### src/pbl_pkg.sv
// Overview of operation
// Straps hold flash enabled, address zero
// Slave mode shares one free-running clock
// Start on power-up or restart pulse
// Busy driven low when configuration begins
// Init released; mode sampled on rise
// Flash latches address three clocks after ready
// Flash streams sequential words after latency
// Capture each word on link clock rise
// Chain select out low hands over
// Startup begins near the final word
// Check error drives init low, done low
// Good load releases done for pull-up
// Startup hands multi-purpose pins to user
// User logic drives flash select high
// Revision select idle high-impedance
// Master mode generates link clock itself
// Master fallback drives revision low, restarts
// Second error drives init low, abandons
// Unused user pins weak pull-down; the loader drives none and leaves them to the board pull-down
// Flash idles bus when deselected; the bench flash model toggles it on each link clock fall instead
package pbl_pkg;

  // ****************************************
  // Widths and register map
  // ****************************************
  localparam int          ADDR_W       = 23;        // Flash address inputs
  localparam int          DATA_W       = 16;        // Flash data bus
  localparam int          LEN_W        = 24;        // Word count width
  localparam logic [7:0]  REG_CTRL     = 8'h00;     // Control bits
  localparam logic [7:0]  REG_LEN      = 8'h04;     // Bitstream length in words
  localparam logic [7:0]  REG_EXPECT   = 8'h08;     // Expected check value
  localparam logic [7:0]  REG_STATUS   = 8'h0c;     // Loader status
  localparam logic [7:0]  REG_COUNT    = 8'h10;     // Words captured
  localparam logic [7:0]  REG_CRC      = 8'h14;     // Running check value
  localparam int          CTRL_START   = 0;         // Write one to start
  localparam int          CTRL_MASTER  = 1;         // Master mode select
  localparam int          CTRL_FALLBK  = 2;         // Fallback enable
  localparam int          CTRL_CHAIN   = 3;         // Hand over to next device
  localparam logic [3:0]  CTRL_RESET   = 4'h0;      // Control reset value
  localparam logic [LEN_W-1:0] LEN_RESET = 24'h000100; // Length reset value

  // ****************************************
  // Link constants and timing
  // ****************************************
  localparam logic [ADDR_W-1:0] START_ADDR   = 23'h000000; // Burst start address
  localparam logic [2:0]        LATCH_EDGES  = 3'h3;       // Clocks from ready to latch
  localparam logic [LEN_W-1:0]  NEAR_END     = 24'h000001; // Words before end for startup
  localparam logic [15:0]       CRC_INIT     = 16'hffff;   // Check seed
  localparam logic [15:0]       CRC_POLY     = 16'h1021;   // Check polynomial
  localparam longint            CLK_HZ       = 25000000;   // System clock rate
  localparam longint            INIT_TIME_NS = 2000;       // Least init low time
  localparam int                INIT_CYCLES  = int'((INIT_TIME_NS * CLK_HZ + 64'd999999999) / 64'd1000000000);

  // ****************************************
  // Loader states
  // ****************************************
  typedef enum logic [3:0] {
    ST_IDLE    = 4'h0,
    ST_INIT    = 4'h1,
    ST_WAITRDY = 4'h2,
    ST_LATCH   = 4'h3,
    ST_LATENCY = 4'h4,
    ST_STREAM  = 4'h5,
    ST_STARTUP = 4'h6,
    ST_DONE    = 4'h7,
    ST_ERROR   = 4'h8
  } pbl_state_t;

endpackage

### src/pbl_word_if.sv
`timescale 1ns/1ps
`default_nettype none
// Captured words travelling to the check accumulator
interface pbl_word_if;
  logic        clear;  // Reseed the check value
  logic        valid;  // One-cycle word strobe
  logic [15:0] word;   // Captured word
  logic [15:0] crc;    // Running check value
  modport src (output clear, output valid, output word, input crc);
  modport acc (input clear, input valid, input word, output crc);
endinterface
`default_nettype wire

### src/pbl_loader.sv
`timescale 1ns/1ps
`default_nettype none
module pbl_loader import pbl_pkg::*; #(
  parameter int LATENCY = 4,               // Link clocks from latch to first word
  parameter int HALF    = 4                // Master link clock half period
) (
  input  wire logic              i_clk,
  input  wire logic              i_rst,
  input  wire logic [7:0]        i_addr,         // Register address
  input  wire logic [31:0]       i_wdata,        // Register write data
  input  wire logic              i_wr,           // Write strobe
  input  wire logic              i_rd,           // Read strobe
  output logic [31:0]            o_rdata,        // Read data, cycle after strobe
  input  wire logic              i_ext_clk,      // Free-running link clock
  input  wire logic              i_restart_n,    // Restart pin
  input  wire logic              i_ready_wait,   // Flash ready
  input  wire logic [DATA_W-1:0] i_data,         // Flash data bus
  input  wire logic              i_init_in,      // Init status wire level
  output logic                   o_init_oe_n,    // Low pulls init low
  input  wire logic              i_done_in,      // Done wire level
  output logic                   o_done_oe_n,    // Low pulls done low
  output logic                   o_link_clk,     // Generated link clock
  output logic [ADDR_W-1:0]      o_flash_addr,   // Flash address
  output logic                   o_flash_oe_n,   // Flash output enable
  output logic                   o_flash_we_n,   // Flash write enable
  output logic                   o_flash_adv_n,  // Flash address latch input
  output logic                   o_flash_select_drive_n, // Flash chip select
  output logic                   o_busy_n,       // Busy, low while loading
  output logic                   o_chain_select_out_n,   // Next device select
  output logic [1:0]             o_revision_select,      // Revision select value
  output logic                   o_revision_select_oe_n, // Low while driven
  output logic                   o_user_active   // Multi-purpose pins in user role
);

  // ****************************************
  // Pin synchronisers
  // ****************************************
  logic              rs1_reg, rs2_reg, rs3_reg;   // Restart pin
  logic              rw1_reg, rw2_reg;            // Ready wait
  logic              in1_reg, in2_reg, in3_reg;   // Init wire
  logic              dn1_reg, dn2_reg;            // Done wire
  logic [DATA_W-1:0] d1_reg, d2_reg, d3_reg;      // Data, third stage aligns with clock edge

  // Two flops per pin, third stages for edges and data alignment
  always_ff @(posedge i_clk or posedge i_rst) begin
    if (i_rst) begin
      {rs1_reg, rs2_reg, rs3_reg} <= 3'h7;
      {rw1_reg, rw2_reg}          <= 2'h0;
      {in1_reg, in2_reg, in3_reg} <= 3'h0;
      {dn1_reg, dn2_reg}          <= 2'h0;
      d1_reg <= 16'h0000;
      d2_reg <= 16'h0000;
      d3_reg <= 16'h0000;
    end else begin
      {rs1_reg, rs2_reg, rs3_reg} <= {i_restart_n, rs1_reg, rs2_reg};
      {rw1_reg, rw2_reg}          <= {i_ready_wait, rw1_reg};
      {in1_reg, in2_reg, in3_reg} <= {i_init_in, in1_reg, in2_reg};
      {dn1_reg, dn2_reg}          <= {i_done_in, dn1_reg};
      d1_reg <= i_data;
      d2_reg <= d1_reg;
      d3_reg <= d2_reg;
    end
  end

  // ****************************************
  // Submodules
  // ****************************************
  pbl_word_if wbus ();
  logic       rise;         // Link clock rising edge
  logic       run_clk;      // Master clock runs
  logic       master_reg;   // Mode caught at init rise

  pbl_link_clock #(.HALF(HALF)) u_clk (
    .i_clk      (i_clk),
    .i_rst      (i_rst),
    .i_master   (master_reg),
    .i_run      (run_clk),
    .i_ext_clk  (i_ext_clk),
    .o_link_clk (o_link_clk),
    .o_rise     (rise)
  );

  pbl_crc16 u_crc (
    .i_clk (i_clk),
    .i_rst (i_rst),
    .bus   (wbus)
  );

  // ****************************************
  // Registers and state
  // ****************************************
  pbl_state_t       st_reg, st_next;             // Loader state
  logic [3:0]       ctrl_reg, ctrl_next;         // Control bits, start self-clears
  logic [LEN_W-1:0] len_reg, len_next;           // Expected words
  logic [15:0]      exp_reg, exp_next;           // Expected check value
  logic [LEN_W-1:0] cnt_reg, cnt_next;           // Words captured
  logic [15:0]      tim_reg, tim_next;           // Init and edge timer
  logic             mst_next;                    // Mode next value
  logic             pwr_reg, pwr_next;           // Power-up start pending
  logic             fbu_reg, fbu_next;           // Fallback attempt taken
  logic             ab_reg, ab_next;             // Abandoned
  logic             err_reg, err_next;           // Check error seen
  logic             chain_reg, chain_next;       // Hand-over done
  logic             fsel_reg, fsel_next;         // Flash select level
  logic             user_reg, user_next;         // User pins active
  logic             rel_reg, rel_next;           // Init released
  logic [31:0]      rd_reg, rd_next;             // Read data
  logic             start;                       // Any start order
  logic             restart_pulse;               // Rising end of restart pulse
  logic             word_take;                   // Capture this cycle

  assign restart_pulse = rs2_reg && !rs3_reg;
  // Power-up with restart high, software start, or high-low-high pulse
  assign start     = (pwr_reg && rs2_reg) || restart_pulse ||
                     (i_wr && i_addr == REG_CTRL && i_wdata[CTRL_START]);
  assign word_take = (st_reg == ST_STREAM || st_reg == ST_STARTUP) && rise;
  assign run_clk   = (st_reg >= ST_WAITRDY) && (st_reg <= ST_STARTUP);

  // Feed captured words to the checker
  assign wbus.clear = (st_reg == ST_INIT);
  assign wbus.valid = word_take;
  assign wbus.word  = d3_reg;

  // Next state, timer and register file
  always_comb begin
    st_next    = st_reg;
    ctrl_next  = ctrl_reg & ~4'h1;
    len_next   = len_reg;
    exp_next   = exp_reg;
    cnt_next   = cnt_reg;
    tim_next   = tim_reg;
    mst_next   = master_reg;
    pwr_next   = pwr_reg && !start;
    fbu_next   = fbu_reg;
    ab_next    = ab_reg;
    err_next   = err_reg;
    chain_next = chain_reg;
    fsel_next  = fsel_reg;
    user_next  = user_reg;
    rel_next   = rel_reg;
    rd_next    = 32'h00000000;
    if (i_wr) begin
      case (i_addr)
        REG_CTRL:   ctrl_next = i_wdata[3:0];
        REG_LEN:    len_next  = i_wdata[LEN_W-1:0];
        REG_EXPECT: exp_next  = i_wdata[15:0];
        default:    ;
      endcase
    end
    if (i_rd) begin
      case (i_addr)
        REG_CTRL:   rd_next = {28'h0, ctrl_reg};
        REG_LEN:    rd_next = {8'h00, len_reg};
        REG_EXPECT: rd_next = {16'h0000, exp_reg};
        REG_STATUS: rd_next = {20'h00000, user_reg, chain_reg, master_reg, ab_reg,
                               fbu_reg, err_reg, dn2_reg, in2_reg, st_reg};
        REG_COUNT:  rd_next = {8'h00, cnt_reg};
        REG_CRC:    rd_next = {16'h0000, wbus.crc};
        default:    rd_next = 32'h00000000;
      endcase
    end
    case (st_reg)
      ST_IDLE, ST_DONE, ST_ERROR: begin
        if (start) begin
          st_next    = ST_INIT;      // Init pulled low at the start
          tim_next   = 16'h0000;
          fbu_next   = 1'b0;
          ab_next    = 1'b0;
          err_next   = 1'b0;
          chain_next = 1'b0;
          fsel_next  = 1'b0;         // Flash re-enabled for a new load
          user_next  = 1'b0;
          rel_next   = 1'b0;
        end
      end
      ST_INIT: begin
        cnt_next = '0;
        if (!rel_reg) begin
          tim_next = tim_reg + 16'h0001;
          if (tim_reg == 16'(INIT_CYCLES - 1)) begin
            rel_next = 1'b0 | 1'b1;  // Initialisation over, let the wire rise
          end
        end else if (in2_reg && !in3_reg) begin
          mst_next = ctrl_reg[CTRL_MASTER];  // Mode caught on init rise
          st_next  = ST_WAITRDY;
          tim_next = 16'h0000;
        end
      end
      ST_WAITRDY: begin
        if (rw2_reg) begin
          st_next = ST_LATCH;
        end
      end
      ST_LATCH: begin
        // Flash takes the address on the third clock after ready
        if (rise) begin
          tim_next = tim_reg + 16'h0001;
          if (tim_reg == 16'(LATCH_EDGES - 3'h1)) begin
            st_next  = ST_LATENCY;
            tim_next = 16'h0000;
          end
        end
      end
      ST_LATENCY: begin
        if (rise) begin
          tim_next = tim_reg + 16'h0001;
          if (tim_reg == 16'(LATENCY - 1)) begin
            st_next = ST_STREAM;
          end
        end
      end
      ST_STREAM: begin
        if (word_take) begin
          cnt_next = cnt_reg + 24'h000001;
          if (cnt_reg + NEAR_END + 24'h000001 >= len_reg) begin
            st_next   = ST_STARTUP;  // Startup near the last word
          end
        end
      end
      ST_STARTUP: begin
        if (word_take || cnt_reg >= len_reg) begin
          if (cnt_reg < len_reg) begin
            cnt_next = cnt_reg + 24'h000001;
          end else if (wbus.crc == exp_reg) begin
            st_next    = ST_DONE;
            user_next  = 1'b1;
            fsel_next  = 1'b1;       // Stop flash output
            chain_next = ctrl_reg[CTRL_CHAIN];
          end else begin
            err_next = 1'b1;
            if (master_reg && ctrl_reg[CTRL_FALLBK] && !fbu_reg) begin
              fbu_next = 1'b1;       // One retry only
              st_next  = ST_INIT;
              tim_next = 16'h0000;
              rel_next = 1'b0;
            end else begin
              ab_next = 1'b1;
              st_next = ST_ERROR;
            end
          end
        end
      end
      default: st_next = ST_IDLE;
    endcase
    if (word_take && st_reg == ST_STARTUP && cnt_reg >= len_reg) begin
      cnt_next = cnt_reg;
    end
  end

  // Register all control state
  always_ff @(posedge i_clk or posedge i_rst) begin
    if (i_rst) begin
      st_reg     <= ST_IDLE;
      ctrl_reg   <= CTRL_RESET;
      len_reg    <= LEN_RESET;
      exp_reg    <= CRC_INIT;
      cnt_reg    <= '0;
      tim_reg    <= 16'h0000;
      master_reg <= 1'b0;
      pwr_reg    <= 1'b1;
      fbu_reg    <= 1'b0;
      ab_reg     <= 1'b0;
      err_reg    <= 1'b0;
      chain_reg  <= 1'b0;
      fsel_reg   <= 1'b0;
      user_reg   <= 1'b0;
      rel_reg    <= 1'b0;
      rd_reg     <= 32'h00000000;
    end else begin
      st_reg     <= st_next;
      ctrl_reg   <= ctrl_next;
      len_reg    <= len_next;
      exp_reg    <= exp_next;
      cnt_reg    <= cnt_next;
      tim_reg    <= tim_next;
      master_reg <= mst_next;
      pwr_reg    <= pwr_next;
      fbu_reg    <= fbu_next;
      ab_reg     <= ab_next;
      err_reg    <= err_next;
      chain_reg  <= chain_next;
      fsel_reg   <= fsel_next;
      user_reg   <= user_next;
      rel_reg    <= rel_next;
      rd_reg     <= rd_next;
    end
  end

  // ****************************************
  // Pin drivers, from flops except the constant straps
  // ****************************************
  always_ff @(posedge i_clk or posedge i_rst) begin
    if (i_rst) begin
      o_init_oe_n            <= 1'b0;
      o_done_oe_n            <= 1'b0;
      o_busy_n               <= 1'b1;
      o_chain_select_out_n   <= 1'b1;
      o_flash_select_drive_n <= 1'b0;
      o_revision_select      <= 2'h0;
      o_revision_select_oe_n <= 1'b1;
      o_user_active          <= 1'b0;
    end else begin
      // Init held low during initialisation and on error
      o_init_oe_n            <= !((st_next == ST_INIT && !rel_next) || st_next == ST_ERROR);
      o_done_oe_n            <= (st_next == ST_DONE);
      o_busy_n               <= (st_next == ST_IDLE);
      o_chain_select_out_n   <= !chain_next;
      o_flash_select_drive_n <= fsel_next;
      o_revision_select      <= 2'h0;
      o_revision_select_oe_n <= !fbu_next;
      o_user_active          <= user_next;  // Unused user pins left to board pull-down
    end
  end

  // Address, latch and write straps are constant
  assign o_flash_addr  = START_ADDR;
  assign o_flash_oe_n  = 1'b0;
  assign o_flash_we_n  = 1'b1;
  assign o_flash_adv_n = 1'b1;
  assign o_rdata       = rd_reg;
endmodule // pbl_loader
`default_nettype wire

### src/pbl_crc16.sv
`timescale 1ns/1ps
`default_nettype none
module pbl_crc16 import pbl_pkg::*; (
  input wire logic i_clk,
  input wire logic i_rst,
  pbl_word_if.acc  bus
);
  // ****************************************
  // Word-wide check update
  // ****************************************
  function automatic logic [15:0] crc_word(input logic [15:0] c, input logic [15:0] w);
    logic [15:0] r;
    logic        fb;
    r = c;
    for (int i = 15; i >= 0; i--) begin
      fb = r[15] ^ w[i];
      r  = {r[14:0], 1'b0} ^ (fb ? CRC_POLY : 16'h0000);
    end
    return r;
  endfunction

  logic [15:0] crc_reg;   // Accumulated value
  logic [15:0] crc_next;  // Next value

  // Clear wins so each attempt starts from the seed
  always_comb begin
    crc_next = crc_reg;
    if (bus.clear) begin
      crc_next = CRC_INIT;
    end else if (bus.valid) begin
      crc_next = crc_word(crc_reg, bus.word);
    end
  end

  // Register the check value
  always_ff @(posedge i_clk or posedge i_rst) begin
    if (i_rst) begin
      crc_reg <= CRC_INIT;
    end else begin
      crc_reg <= crc_next;
    end
  end

  assign bus.crc = crc_reg;
endmodule // pbl_crc16
`default_nettype wire

### src/pbl_link_clock.sv
`timescale 1ns/1ps
`default_nettype none
module pbl_link_clock #(
  parameter int HALF = 4                   // System cycles per half link period
) (
  input  wire logic i_clk,
  input  wire logic i_rst,
  input  wire logic i_master,              // Generate clock here
  input  wire logic i_run,                 // Let the generated clock toggle
  input  wire logic i_ext_clk,             // Free-running clock pin
  output logic      o_link_clk,            // Generated clock pin
  output logic      o_rise                 // One cycle per link rising edge
);
  logic [7:0] cnt_reg, cnt_next;           // Half-period counter
  logic       gen_reg, gen_next;           // Generated clock level
  logic       s1_reg, s2_reg, s3_reg;      // Pin synchroniser and history
  logic       rise_next;                   // Edge pulse next value
  logic       rise_reg;                    // Edge pulse

  // ****************************************
  // Divider in master mode, edge finder in slave mode
  // ****************************************
  always_comb begin
    cnt_next  = cnt_reg;
    gen_next  = gen_reg;
    rise_next = 1'b0;
    if (i_master) begin
      if (!i_run) begin
        cnt_next = 8'h00;
        gen_next = 1'b0;   // Parked low between loads
      end else if (cnt_reg == 8'(HALF - 1)) begin
        cnt_next  = 8'h00;
        gen_next  = !gen_reg;
        rise_next = !gen_reg;
      end else begin
        cnt_next = cnt_reg + 8'h01;
      end
    end else begin
      gen_next  = 1'b0;
      rise_next = s2_reg && !s3_reg;   // Third stage only feeds edge logic
    end
  end

  // Register divider, synchroniser and edge pulse
  always_ff @(posedge i_clk or posedge i_rst) begin
    if (i_rst) begin
      cnt_reg  <= 8'h00;
      gen_reg  <= 1'b0;
      s1_reg   <= 1'b0;
      s2_reg   <= 1'b0;
      s3_reg   <= 1'b0;
      rise_reg <= 1'b0;
    end else begin
      cnt_reg  <= cnt_next;
      gen_reg  <= gen_next;
      s1_reg   <= i_ext_clk;
      s2_reg   <= s1_reg;
      s3_reg   <= s2_reg;
      rise_reg <= rise_next;
    end
  end

  assign o_link_clk = gen_reg;
  assign o_rise     = rise_reg;
endmodule // pbl_link_clock
`default_nettype wire

### config.mk
export PLATFORM = sky130hd
export DESIGN_NAME = pbl_loader
export DESIGN_NICKNAME = d
export VERILOG_FILES = /design/src/pbl_pkg.sv /design/src/pbl_word_if.sv /design/src/pbl_loader.sv /design/src/pbl_crc16.sv /design/src/pbl_link_clock.sv
export SDC_FILE = /design/constraint.sdc
export NUM_CORES = 1
export LEC_CHECK = 0
export BUFFER_PORTS_ARGS = -buffer_cell sky130_fd_sc_hd__buf_2
export CORE_ASPECT_RATIO = 0.9
export CORE_MARGIN = 2
export CORE_UTILIZATION = 61
export CTS_BUF_LIST = sky130_fd_sc_hd__clkbuf_4 sky130_fd_sc_hd__clkbuf_8
export CTS_CLUSTER_DIAMETER = 100
export DETAILED_ROUTE_END_ITERATION = 6
export GPL_TIMING_DRIVEN = 1
export PLACE_DENSITY = 0.83
export SLEW_MARGIN = 20
export SYNTH_ARGS = -nofsm -noshare
export SYNTH_HDL_FRONTEND = slang
export SYNTH_HIERARCHICAL = 1
export SYNTH_SLANG_ARGS = --single-unit
### constraint.sdc
create_clock -name i_clk -period 6.4 [get_ports i_clk]
set_input_delay 0.96 -clock i_clk [delete_from_list [all_inputs] [get_ports i_clk]]
set_output_delay 0.96 -clock i_clk [all_outputs]
set_load 0.02 [all_outputs]
==> impl_results.md <==
- Status: finished, final reports clean
- Initial antenna violation count: 0
- Placed Area: 12320 um2
- CTS clock-pin slew for the worst setup and hold paths: 60 ps
- Worst Path Required: 6820 ps
- Time the worst path needs with I/O delays and setup: 5208 ps
- Sequential area share after synthesis: 44.66%
- DR iter-0 viols: 1046
- Row cnt: 48
- Diode count: 0
- Top post-synthesis cells by area: dfrtp_1 36%, dfstp_2 8.8%, ha_1 5.6%
- Kind of critical path: register to register
- Compound-gate portion of the synthesized area: 15.35%
- Post-placement setup slack: 1328 ps
- Distinct cells, synth: 90
- CTS resizes: 0
- Ys Warns: 6
- R2R Path Start: cnt_reg[0]$_DFFE_PP0P_
- Max VDD drop: 220.7 uV
- Relative slew slack: 34.30%
- Crit path DAT: 5620 ps
- Worst min path class: register to register
- Crit end category: register
- FF+latch count, synth: 212
- Leak: 5.902 nW
- Largest family of logic cells by synthesized area: compound AO/OA/AOI/OAI gates
- Crit path max fanout: 14
- Fraction of layout cells with a size suffix above 1: 21.08%
- Vias: 9438
- Startpoint Class: register
- Nets@finish: 1387
- H-Tree Level Count: 2
- Mapped Area: 11990 um2
- Post-CTS setup buffers: 0
- Flop-to-flop setup slack: 1190 ps
- WHS Endpoint: rw2_reg$_DFF_PP0_
- Num CTS Buffers: 36
- Global-route wire length before repair: 46.56 mm
- Die area: 20800 um2
- Post-Synth Adder-Cell Area: 5.635%
- GRT Resource Usage Total: 28.58%
- Placer Congestion: 0.9126
- Vias in the first global route: 9077
- Gr ovfl total: 0
- Setup Viol. Count Final: 0
- Number of flops mapped to enable cells by yosys: 0
- Die H: 137.0 um
- DR DRC count: 0
- PnR worst setup slack: 1192 ps
- Largest net degree at the start of global routing: 116
- Yosys top cell by area: dfrtp_1
- Hold Path Cell Cnt: 0
- TNS Setup: 0 ps
- Highest Clock Rate: 192.0 MHz
- Reg2reg end: o_init_oe_n$_DFF_PP0_
- Final hold vios: 0
- Syn avg cell area: 10.02 um2
- Hold Crit Start: rw1_reg$_DFF_PP0_
- Fin area: 13110 um2
- Clock Latency Late Sink: 550 ps
- Core area: 19220 um2
- DR WL/cell: 18.77 um
- Worst Skew: 24.59 ps
- Fillcell total: 1488
- Antenna-violating nets left: 0
- Most frequent cells in the layout: 172 x dfrtp_1, 90 x nand2_1, 88 x buf_2
- Clock Tree Buf Depth: 3
- Reg2reg path depth: 17
- CTS tree: built
- Share of the synthesized area in the top cell type: 35.90%
- Mapped Cells: 1197
- Port Buf Inserts: 88
- Synth Area in XOR/XNOR: 8.056%
- Post-detail-place hpwl: 20.46 mm
- Max Slew Vio Count: 0
- Post-synthesis mux area share: 4.717%
- Die Wd: 151.8 um
- Hold-fix buffers, CTS: 0
- Slew @ Worst Pin: 984.2 ps
- Most common cell after layout, fill and taps aside: dfrtp_1
- Worst hold margin: 346.0 ps
- CTS sink cnt: 212
- CTS root buf: clkbuf_8
- Ports: 133
- Main flop type after synthesis: dfrtp_1
- Post-Route WL: 29.00 mm
- Period Utilization, post-route: 81.37%
- RSZ-0062 raised after global routing: false
- Post-DR vias/cell: 6.109
- First-pass iteration count of the detailed router: 6
- Initial core utilization: 62.39%
- Cell Pwr Density: 237.3 nW/um2
- Post-synthesis simple-gate area fraction: 14.90%
- P&R area growth vs syn: 9.350%
- Async S/R FF share, synth: 100.0%
- Max-cap violations: 0
## final cells by class
cell class	count	area [um2]	share of cell area, %
inverter	53	206.4	1.575
sequential	212	5355	40.84
multi-input combinational	872	5983	45.63
tap	250	312.8	2.386
clock inverter	8	66.31	0.5058
timing repair buffer	93	478.0	3.645
clock buffer	57	709.4	5.411
## worst max-delay path, stage by stage (launching register included)
cell	delay, ps
dfrtp_1	500
ha_1	570
nand3_1	160
or2_1	380
nor3_4	230
xnor2_1	180
or4b_4	620
o41ai_2	390
nand2_1	120
xnor2_1	150
ha_1	300
a21oi_1	170
nor2_1	60
a211oi_1	360
nand3_1	180
o2111ai_1	250
a211oi_1	120
o31a_1	320
## worst max-delay path by stage
stage / startpoint / to / slack, ps / cells after the start
global route: cnt_reg[0]$_DFFE_PP0P_ / o_init_oe_n$_DFF_PP0_ / 910 / 17
floorplan: i_rst / ab_reg$_DFFE_PP0P_ / 510 / 1
global placement: cnt_reg[0]$_DFFE_PP0P_ / o_init_oe_n$_DFF_PP0_ / 1460 / 17
detailed placement: cnt_reg[0]$_DFFE_PP0P_ / o_init_oe_n$_DFF_PP0_ / 1330 / 17
CTS: cnt_reg[0]$_DFFE_PP0P_ / o_init_oe_n$_DFF_PP0_ / 1280 / 17
finish: cnt_reg[0]$_DFFE_PP0P_ / o_init_oe_n$_DFF_PP0_ / 1190 / 17
## synth_stat cells, types with 8 or more instances
library cell	n
a21oi_1	58
a22oi_1	36
a31oi_1	12
and2_1	9
and3_1	19
buf_4	37
clkbuf_1	37
dfrtp_1	172
dfstp_2	40
ha_1	54
inv_1	52
mux2_2	44
nand2_1	90
nand2b_1	14
nand3_1	32
nand4_1	17
nor2_1	86
nor2b_1	11
nor3_1	17
nor4_1	15
o21ai_0	77
o31ai_1	22
o41ai_1	8
xnor2_1	51
xor2_1	39
## kinds of logic after synthesis
kind of cell               Yosys count
and+or+nand+nor                    352
AOI/OAI and AO/OA                  281
DFF                                212
buffers and inverters              147
xor gates and xnor gates            98
adders and majority gates           54
muxes                               51
other                                2
## power by group
part	switching, mW	internal [mW]	total (mW)
Clock	0.559	0.714	1.27
Sequential	0.0789	1.42	1.50
Combinational	0.203	0.134	0.337
Total	0.841	2.27	3.11
## per-layer routing
layer	part of all wire (%)	vias to the layer above	global-route usage [%]
li1	-	4331	-
met1	42	4544	39.37
met2	46	474	44.37
met3	9.0	89	6.333
met4	3.4	0	11.16
met5	0	-	0
## through the flow
stage | std cells | total power, mW | utilization, %
2_1_floorplan | 1231 | 1.765 | -
3_3_place_gp | 1480 | 1.837 | 64.13
3_5_place_dp | 1480 | 1.855 | 64.13
4_1_cts | 1545 | 3.136 | 68.16
5_1_grt | 1545 | 3.248 | 68.22
6_report | 1545 | 3.111 | 68.22
Note: power is estimated with default switching activity, not from simulation.
